**config.mk**
```make
export PLATFORM = sky130hd
export DESIGN_NAME = ict_top
export DESIGN_NICKNAME = d
export VERILOG_FILES = /design/src/logic/ict_pkg.sv /design/src/logic/ict_top.sv
export SDC_FILE = /design/constraint.sdc
export NUM_CORES = 1
export LEC_CHECK = 0
export ABC_AREA = 1
export ABC_CLOCK_PERIOD_IN_PS = 2100
export BUFFER_PORTS_ARGS = -buffer_cell sky130_fd_sc_hd__buf_2
export CAP_MARGIN = 15
export CELL_PAD_IN_SITES_DETAIL_PLACEMENT = 1
export CELL_PAD_IN_SITES_GLOBAL_PLACEMENT = 2
export CORE_UTILIZATION = 29
export DETAILED_ROUTE_END_ITERATION = 7
export PLACE_DENSITY_LB_ADDON = 0.2
export SYNTH_ARGS = -nofsm -noshare
export SYNTH_HDL_FRONTEND = slang
export SYNTH_SLANG_ARGS = --single-unit
```
**constraint.sdc**
```tcl
create_clock -name I_MCLK -period 2.1 [get_ports I_MCLK]
set_clock_uncertainty 0.05 [all_clocks]
set_input_delay 0.315 -clock I_MCLK [delete_from_list [all_inputs] [get_ports I_MCLK]]
set_output_delay 0.315 -clock I_MCLK [all_outputs]
set_load 0.05 [all_outputs]
```
**src/logic/ict_pkg.sv**
```systemverilog
// Constants, types and field layouts of the I2C interrupt-clear and timing block
// Function
// - Bit 3 one clears TX overrun pending
// - Bit 16 one clears slave-read request pending
// - Bit 17 one clears slave-read empty pending
// - Bit 18 one clears slave-write request pending
// - Bit 19 one clears master done pending
// - Bit 20 one clears slave done pending
// - Bit 24 one clears arbitration lost pending
// - Bit 25 one clears bus error pending
// - Bit 28 one clears master done nostop
// - SCL fall starts data hold count, then transfer
// - Standard start hold count, then SCL low
// - Fast start hold count, then SCL low
// - Standard setup count, then generate start
// - Fast setup count, then generate start
// - Clear bit acts on same-position status flag
`default_nettype none
package ict_pkg;
  localparam int ICT_AW = 8;
  localparam int ICT_CW = 9;
  // Register byte offsets
  localparam logic [7:0] ICT_OFF_IRQ_CLEAR = 8'h38;
  localparam logic [7:0] ICT_OFF_DATA_HOLD = 8'h4C;
  localparam logic [7:0] ICT_OFF_START_HOLD = 8'h50;
  localparam logic [7:0] ICT_OFF_START_SETUP = 8'h58;
  localparam logic [7:0] ICT_OFF_IRQ_STATUS = 8'h60;
  localparam logic [7:0] ICT_OFF_IRQ_MASK = 8'h64;
  localparam logic [7:0] ICT_OFF_CTRL = 8'h68;
  localparam logic [7:0] ICT_OFF_STATE = 8'h6C;
  // Interrupt bit positions
  localparam int ICT_B_TX_OVERRUN = 3;
  localparam int ICT_B_SLV_RD_REQ = 16;
  localparam int ICT_B_SLV_RD_EMPTY = 17;
  localparam int ICT_B_SLV_WR_REQ = 18;
  localparam int ICT_B_MST_DONE = 19;
  localparam int ICT_B_SLV_DONE = 20;
  localparam int ICT_B_ARB_LOST = 24;
  localparam int ICT_B_BUS_ERR = 25;
  localparam int ICT_B_MST_NOSTOP = 28;
  localparam logic [31:0] ICT_IRQ_BITS = 32'h131F_0008;
  // Timing field positions
  localparam int ICT_STD_LSB = 0;
  localparam int ICT_FST_LSB = 16;
  localparam int ICT_CTRL_START = 0;
  // Reset values
  localparam logic [8:0] ICT_RST_DATA_HOLD = 9'h014;
  localparam logic [8:0] ICT_RST_HOLD_STD = 9'h0E2;
  localparam logic [8:0] ICT_RST_HOLD_FST = 9'h03F;
  localparam logic [8:0] ICT_RST_SETUP_STD = 9'h0E2;
  localparam logic [8:0] ICT_RST_SETUP_FST = 9'h01D;
  localparam logic [31:0] ICT_RST_MASK = 32'h0000_0000;

  typedef struct packed {
    logic [7:0] addr;
    logic [31:0] wdata;
    logic wr;
    logic rd;
  } ict_bus_req_t;

  typedef struct packed {
    logic scl_oe;
    logic sda_oe;
  } ict_pin_drive_t;

  typedef enum logic [1:0] {
    ICT_ST_IDLE = 2'b00,
    ICT_ST_WAIT_HIGH = 2'b01,
    ICT_ST_SETUP = 2'b10,
    ICT_ST_HOLD = 2'b11
  } ict_state_t;
endpackage
`default_nettype wire

```
**src/logic/ict_top.sv**
```systemverilog
// I2C interrupt-clear register and start/data timing counters
`timescale 1ns/100ps
`default_nettype none
module ict_top (
  // Clock and reset
  input wire logic I_MCLK,
  input wire logic I_RST,
  // Register port
  input wire ict_pkg::ict_bus_req_t I_BUS,
  output logic [31:0] O_RDATA,
  // Controller side
  input wire logic [31:0] I_EVT,
  input wire logic I_FAST_MODE,
  input wire logic I_TX_EN,
  input wire logic I_TX_BIT,
  output logic O_DATA_XFER,
  output logic O_START_DONE,
  output logic O_IRQ,
  // I2C pins, open drain
  input wire logic I_SCL,
  input wire logic I_SDA,
  output logic O_SCL_O,
  output logic O_SCL_OE,
  output logic O_SDA_O,
  output logic O_SDA_OE
);
  import ict_pkg::*;

  logic [31:0] pending;
  logic [31:0] mask;
  logic [8:0] data_hold_count;
  logic [8:0] start_hold_std_count;
  logic [8:0] start_hold_fast_count;
  logic [8:0] start_setup_std_count;
  logic [8:0] start_setup_fast_count;
  logic scl_m, scl_s, scl_d;
  logic sda_m, sda_s, sda_d;
  logic scl_fall, start_det, bus_idle;
  logic [8:0] dh_cnt;
  logic dh_run, dh_hit;
  logic [8:0] st_cnt;
  logic st_hit;
  logic start_req;
  ict_state_t state;
  ict_pin_drive_t drive;
  logic wr_clear, wr_status;
  logic [31:0] clr_bits, evt_bits, next_pending;
  logic [8:0] hold_sel, setup_sel;

  function automatic logic [8:0] ict_pick(input logic fast, input logic [8:0] std_v,
                                          input logic [8:0] fst_v);
    ict_pick = fast ? fst_v : std_v;
  endfunction

  function automatic logic [8:0] ict_field(input logic [31:0] w, input int lsb);
    ict_field = w[lsb +: ICT_CW];
  endfunction

  // Pin synchronisers; the second stage feeds logic, and the third stage also feeds the edge detectors
  always_ff @(posedge I_MCLK) begin
    if (I_RST) begin
      scl_m <= 1'b1;
      scl_s <= 1'b1;
      scl_d <= 1'b1;
      sda_m <= 1'b1;
      sda_s <= 1'b1;
      sda_d <= 1'b1;
    end else begin
      scl_m <= I_SCL;
      scl_s <= scl_m;
      scl_d <= scl_s;
      sda_m <= I_SDA;
      sda_s <= sda_m;
      sda_d <= sda_s;
    end
  end

  assign scl_fall = scl_d & ~scl_s;
  assign start_det = sda_d & ~sda_s & scl_s;
  assign bus_idle = scl_s & sda_s;

  // Register decode
  assign wr_clear = I_BUS.wr && (I_BUS.addr == ICT_OFF_IRQ_CLEAR);
  assign wr_status = I_BUS.wr && (I_BUS.addr == ICT_OFF_IRQ_STATUS);
  assign clr_bits = (wr_clear || wr_status) ? (I_BUS.wdata & ICT_IRQ_BITS) : 32'h0000_0000;
  assign evt_bits = I_EVT & ICT_IRQ_BITS;
  // Set wins over a clear in the same cycle, so no event is lost
  assign next_pending = (pending & ~clr_bits) | evt_bits;

  always_ff @(posedge I_MCLK) begin
    if (I_RST) begin
      pending <= 32'h0000_0000;
    end else begin
      pending <= next_pending;
    end
  end
  // Clear bits 3,16..20,24,25,28 act through clr_bits

  always_ff @(posedge I_MCLK) begin
    if (I_RST) begin
      mask <= ICT_RST_MASK;
    end else if (I_BUS.wr && I_BUS.addr == ICT_OFF_IRQ_MASK) begin
      mask <= I_BUS.wdata & ICT_IRQ_BITS;
    end
  end

  always_ff @(posedge I_MCLK) begin
    if (I_RST) begin
      O_IRQ <= 1'b0;
    end else begin
      O_IRQ <= |(next_pending & mask);
    end
  end

  // Timing registers; reserved bits are not stored and read as zero
  always_ff @(posedge I_MCLK) begin
    if (I_RST) begin
      data_hold_count <= ICT_RST_DATA_HOLD;
      start_hold_std_count <= ICT_RST_HOLD_STD;
      start_hold_fast_count <= ICT_RST_HOLD_FST;
      start_setup_std_count <= ICT_RST_SETUP_STD;
      start_setup_fast_count <= ICT_RST_SETUP_FST;
    end else if (I_BUS.wr) begin
      case (I_BUS.addr)
        ICT_OFF_DATA_HOLD: begin
          data_hold_count <= ict_field(I_BUS.wdata, ICT_STD_LSB);
        end
        ICT_OFF_START_HOLD: begin
          start_hold_std_count <= ict_field(I_BUS.wdata, ICT_STD_LSB);
          start_hold_fast_count <= ict_field(I_BUS.wdata, ICT_FST_LSB);
        end
        ICT_OFF_START_SETUP: begin
          start_setup_std_count <= ict_field(I_BUS.wdata, ICT_STD_LSB);
          start_setup_fast_count <= ict_field(I_BUS.wdata, ICT_FST_LSB);
        end
        default: begin
        end
      endcase
    end
  end

  // Read data, valid in the cycle after the strobe
  always_ff @(posedge I_MCLK) begin
    if (I_RST) begin
      O_RDATA <= 32'h0000_0000;
    end else if (I_BUS.rd) begin
      case (I_BUS.addr)
        ICT_OFF_DATA_HOLD: O_RDATA <= {23'h0, data_hold_count};
        ICT_OFF_START_HOLD: O_RDATA <= {7'h00, start_hold_fast_count, 7'h00, start_hold_std_count};
        ICT_OFF_START_SETUP: O_RDATA <= {7'h00, start_setup_fast_count, 7'h00,
                                         start_setup_std_count};
        ICT_OFF_IRQ_STATUS: O_RDATA <= pending;
        ICT_OFF_IRQ_MASK: O_RDATA <= mask;
        ICT_OFF_CTRL: O_RDATA <= {31'h0, start_req};
        ICT_OFF_STATE: O_RDATA <= {26'h0, dh_run, drive.scl_oe, drive.sda_oe,
                                   I_FAST_MODE, state};
        default: O_RDATA <= 32'h0000_0000;
      endcase
    end else begin
      O_RDATA <= 32'h0000_0000;
    end
  end

  // Mode picks the standard or fast figure; counts are in I_MCLK cycles
  assign hold_sel = ict_pick(I_FAST_MODE, start_hold_std_count, start_hold_fast_count);
  assign setup_sel = ict_pick(I_FAST_MODE, start_setup_std_count, start_setup_fast_count);

  // Data hold counter: restarted by every SCL fall, even a stretched one
  assign dh_hit = dh_run && (dh_cnt == data_hold_count);

  always_ff @(posedge I_MCLK) begin
    if (I_RST) begin
      dh_run <= 1'b0;
      dh_cnt <= 9'h000;
    end else if (scl_fall) begin
      dh_run <= 1'b1;
      dh_cnt <= 9'h000;
    end else if (dh_hit) begin
      dh_run <= 1'b0;
    end else if (dh_run) begin
      dh_cnt <= dh_cnt + 9'h001;
    end
  end

  always_ff @(posedge I_MCLK) begin
    if (I_RST) begin
      O_DATA_XFER <= 1'b0;
    end else begin
      O_DATA_XFER <= dh_hit;
    end
  end

  // Start request is self clearing once the sequence is taken
  always_ff @(posedge I_MCLK) begin
    if (I_RST) begin
      start_req <= 1'b0;
    end else if (I_BUS.wr && I_BUS.addr == ICT_OFF_CTRL && I_BUS.wdata[ICT_CTRL_START]) begin
      start_req <= 1'b1;
    end else if (state == ICT_ST_IDLE) begin
      start_req <= 1'b0;
    end
  end

  // Start sequencer: set-up count, drive SDA low, hold count, drive SCL low
  assign st_hit = (state == ICT_ST_SETUP && st_cnt == setup_sel) ||
                  (state == ICT_ST_HOLD && st_cnt == hold_sel);

  always_ff @(posedge I_MCLK) begin
    if (I_RST) begin
      state <= ICT_ST_IDLE;
      st_cnt <= 9'h000;
    end else begin
      case (state)
        ICT_ST_IDLE: begin
          if (start_req) begin
            state <= ICT_ST_WAIT_HIGH;
          end
        end
        ICT_ST_WAIT_HIGH: begin
          if (bus_idle) begin
            state <= ICT_ST_SETUP;
            st_cnt <= 9'h000;
          end
        end
        ICT_ST_SETUP: begin
          if (st_hit) begin
            state <= ICT_ST_HOLD;
            st_cnt <= 9'h000;
          end else begin
            st_cnt <= st_cnt + 9'h001;
          end
        end
        ICT_ST_HOLD: begin
          if (start_det) begin
            st_cnt <= 9'h000;
          end else if (st_hit) begin
            state <= ICT_ST_IDLE;
          end else begin
            st_cnt <= st_cnt + 9'h001;
          end
        end
        default: begin
          state <= ICT_ST_IDLE;
        end
      endcase
    end
  end

  // Hold count restarts once the start is seen on the bus; SCL is driven low only after that
  logic hold_armed;
  always_ff @(posedge I_MCLK) begin
    if (I_RST) begin
      hold_armed <= 1'b0;
    end else if (state != ICT_ST_HOLD) begin
      hold_armed <= 1'b0;
    end else if (start_det) begin
      hold_armed <= 1'b1;
    end
  end

  // Pin drive; open drain so the driven level is always low
  always_ff @(posedge I_MCLK) begin
    if (I_RST) begin
      drive <= '0;
      O_START_DONE <= 1'b0;
    end else begin
      O_START_DONE <= 1'b0;
      case (state)
        ICT_ST_IDLE: begin
          if (start_req) begin
            drive <= '0;
          end else if (dh_hit && I_TX_EN) begin
            drive.sda_oe <= ~I_TX_BIT;
          end
        end
        ICT_ST_WAIT_HIGH: begin
          drive <= '0;
        end
        ICT_ST_SETUP: begin
          if (st_hit) begin
            drive.sda_oe <= 1'b1;
          end
        end
        ICT_ST_HOLD: begin
          if (st_hit && hold_armed && !start_det) begin
            drive.scl_oe <= 1'b1;
            O_START_DONE <= 1'b1;
          end
        end
        default: begin
          drive <= '0;
        end
      endcase
    end
  end

  assign O_SCL_OE = drive.scl_oe;
  assign O_SDA_OE = drive.sda_oe;

  always_ff @(posedge I_MCLK) begin
    O_SCL_O <= 1'b0;
    O_SDA_O <= 1'b0;
  end
endmodule
`default_nettype wire

```
==> impl_metrics.csv <==
group,metric,value,unit
grt,grt.total_usage,20.94,%
grt,grt_max_degree,37,
finish,regArea,2342,sq um
setup_path,critPathCaptureType,"register",
synth,ys_warn_count,0,
sta,setup_viol,0,
setup_path,worstPathRequired,2.35,ns
finish,diodes,0,
floorplanning,chipHeight,141.9,um
grt,grt_pass1_vias,6109,
min_path,hold_path.class,"in2reg",
power,p_int,0.004612,W
finish,multiInputGateArea,2798,sq um
sta,finalCritPeriodShare,92.30,%
synth,synth_cells,838,
floorplanning,row_count,50,
setup_path,crit_type,"reg2reg",
finish,areaGrowthSynthToFinish,24.59,%
setup_path,max_stage_delay,0.41,ns
synth,synth_flop_cell,"dfxtp_1",
setup_path,critPathMaxFanout,5,
route,ant_nets,0,
sta,finalSetupTns,0,ns
finish,fillers,2415,
power,power.density,922.6,nW/um^2
route,drt-total-wl,19830,um
floorplanning,core,18960,sq um
power,ir_worst_vdd,0.5261,mV
sta,final-hold-violation-count,0,
floorplanning,die_area,20130,sq um
power,clkPwrFrac,45.1,%
route,avgRoutedWirePerCell,16.47,um
finish,stdcell_area,7069,sq um
route,drt_pass1_iterations,4,
power,switching_power,0.001910,W
sta,drv_slew,0,
finish,final_common_cell,"nand2_1",
sta,min_period,1.938,ns
sta,slew_headroom,58.48,%
job,max-cap-violations,0,
grt,grt_pass1_wl,32170,um
placement,port_buffers,70,
synth,avgSynthCellArea,6.771,sq um
finish,drive_gt1_share,15.78,%
synth,ys_types,38,
finish,utilization,37.29,%
sta,rsz0062_at_grt,"no",
finish,mostFrequentLayoutCells,"nand2_1 (230), dfxtp_1 (117), inv_1 (94)",
clocking,cts.sinks,117,
clocking,insertion_delay,0.41,ns
floorplanning,io-pin-count,120,
sta,fmax,0.5159,GHz
setup_path,start_kind,"register",
setup_path,slowest_stage,"nor2_1",
clocking,cts.path.max_buffers,2,
clocking,cts_buffers,17,
synth,yosys_register_bits,117,
synth,yosysSeqAreaShare,41.28,%
synth,syn_area,5674,sq um
clocking,clockRootBuffer,"clkbuf_16",
grt,overflow,0,
clocking,cts_tree,"done",
status,status,"finished clean",
setup_path,arrival,2.19,ns
finish,finalNetCount,1021,
route,drtIter0Drc,233,
setup_path,critPathBufInv,2,
placement,globalplace.congestion,0.8342,
setup_path,crit_chain,"inv_1 > buf_4 > ha_1 > nor2_1 > a21boi_0 > nand2_1 > nand2_1 > nor2_1",
clocking,cts-hold-fix-buffers,0,
sta,hold_slack,0.03650,ns
power,total_leakage_power,3.296,nW
synth,synth_edf_count,0,
setup_path,crit_family,"simple AND/OR/NAND/NOR gates",
power,comb_power_share,17.8,%
placement,placed_cell_area,6465,sq um
grt,antenna_found_initial,0,
placement,dpl.hpwl,15230,um
route,viasPerCell,4.780,
sta,worstMarginPinSlew,0.6221,ns
power,seqPwrFrac,37.1,%
synth,synthArstFlopShare,0,%
power,switching_share,29.28,%
floorplanning,fp.dieW,141.9,um
route,vias,5755,
floorplanning,start_util,29.93,%
clocking,htree_levels,4,
route,drc,0,
clocking,clkTransAtPathRegs,0.05,ns
[cell usage after synthesis, types with 4 or more instances]
| cell type | instances | area [sq um] |
|---|---|---|
| a21oi_1 | 69 | 345.3 |
| o22ai_1 | 5 | 31.28 |
| buf_4 | 14 | 105.1 |
| o211ai_1 | 6 | 45.04 |
| a211oi_1 | 4 | 30.03 |
| o21ai_0 | 48 | 240.2 |
| ha_1 | 7 | 87.58 |
| nand2_2 | 4 | 25.02 |
| nor2_1 | 87 | 326.6 |
| nand2_1 | 231 | 867.1 |
| dfxtp_1 | 117 | 2342 |
| or2_2 | 5 | 31.28 |
| xor2_1 | 6 | 52.55 |
| buf_2 | 7 | 35.03 |
| nand3_1 | 68 | 340.3 |
| nand4_1 | 8 | 50.05 |
| nor3_1 | 6 | 30.03 |
| a221oi_1 | 9 | 78.83 |
| clkbuf_1 | 19 | 71.32 |
| inv_1 | 94 | 352.8 |
[area by class of cell]
class                      instances  area share, %
timing repair buffer             105          9.204
tap                              260          4.602
inverter                          97          5.150
clock buffer                      21          6.513
clock inverter                     9          1.823
multi-input combinational        595          39.58
sequential                       117          33.13
[per-stage QoR]
stage | power, W | setup WS, ns | instances
5_1_grt | 0.006865 | 0.01787 | 1204
6_report | 0.006522 | 0.1617 | 1204
3_3_place_gp | 0.003551 | -0.005651 | 1174
3_5_place_dp | 0.003601 | -0.1329 | 1174
2_1_floorplan | 0.003232 | 0.3773 | 851
4_1_cts | 0.006580 | 0.1126 | 1204
[sequential cells by signal, indices dropped and copies added, names as in the netlist, 2 cells and up]
register,flops
O_RDATA,20
start_hold_fast_count,9
start_setup_fast_count,9
start_setup_std_count,9
state,2
pending,9
dh_cnt,9
start_hold_std_count,9
st_cnt,9
data_hold_count,9
mask,9
[power by group through the flow]
stage	clock network (W)	registers, W	logic (W)
after floorplan	0	0.00245	0.000778
after global placement	0	0.00246	0.00109
after detailed placement	0	0.00246	0.00114
after CTS	0.00301	0.00242	0.00116
after global routing	0.00313	0.00243	0.00131
final	0.00294	0.00242	0.00116
[path summary, 6_finish.rpt]
kind / start / endpoint / slack, ns / cells past startpoint
setup / recovery: state[0] / st_cnt[1] / 0.16 / 8
hold / removal: I_SDA / sda_m / 0.04 / 2
setup reg to reg: state[0] / st_cnt[1] / 0.16 / 8
hold reg to reg: scl_m / scl_s / 0.38 / 1
[metal layers]
metal / GRT usage [%] / share of wire [%]
met1: 27.05 / 47
met2: 36.12 / 48
met3: 3.746 / 4.2
met4: 4.810 / 0.78
met5: 0 / 0
[repair_timing]
action | in CTS | in global routing
gates resized for setup | 0 | 4
endpoints found under the setup margin | 0 | 10
setup buffers | 0 | 0
[cell families after synthesis]
group | count (synthesis) | synth area share [%]
compound gates | 151 | 14.99
xor+xnor | 9 | 1.389
fa+ha+maj | 7 | 1.543
buf+inv | 139 | 10.54
flops | 117 | 41.28
other cells | 1 | 0.06609
simple gates | 414 | 30.19
Power figures use the tool's default switching activity.
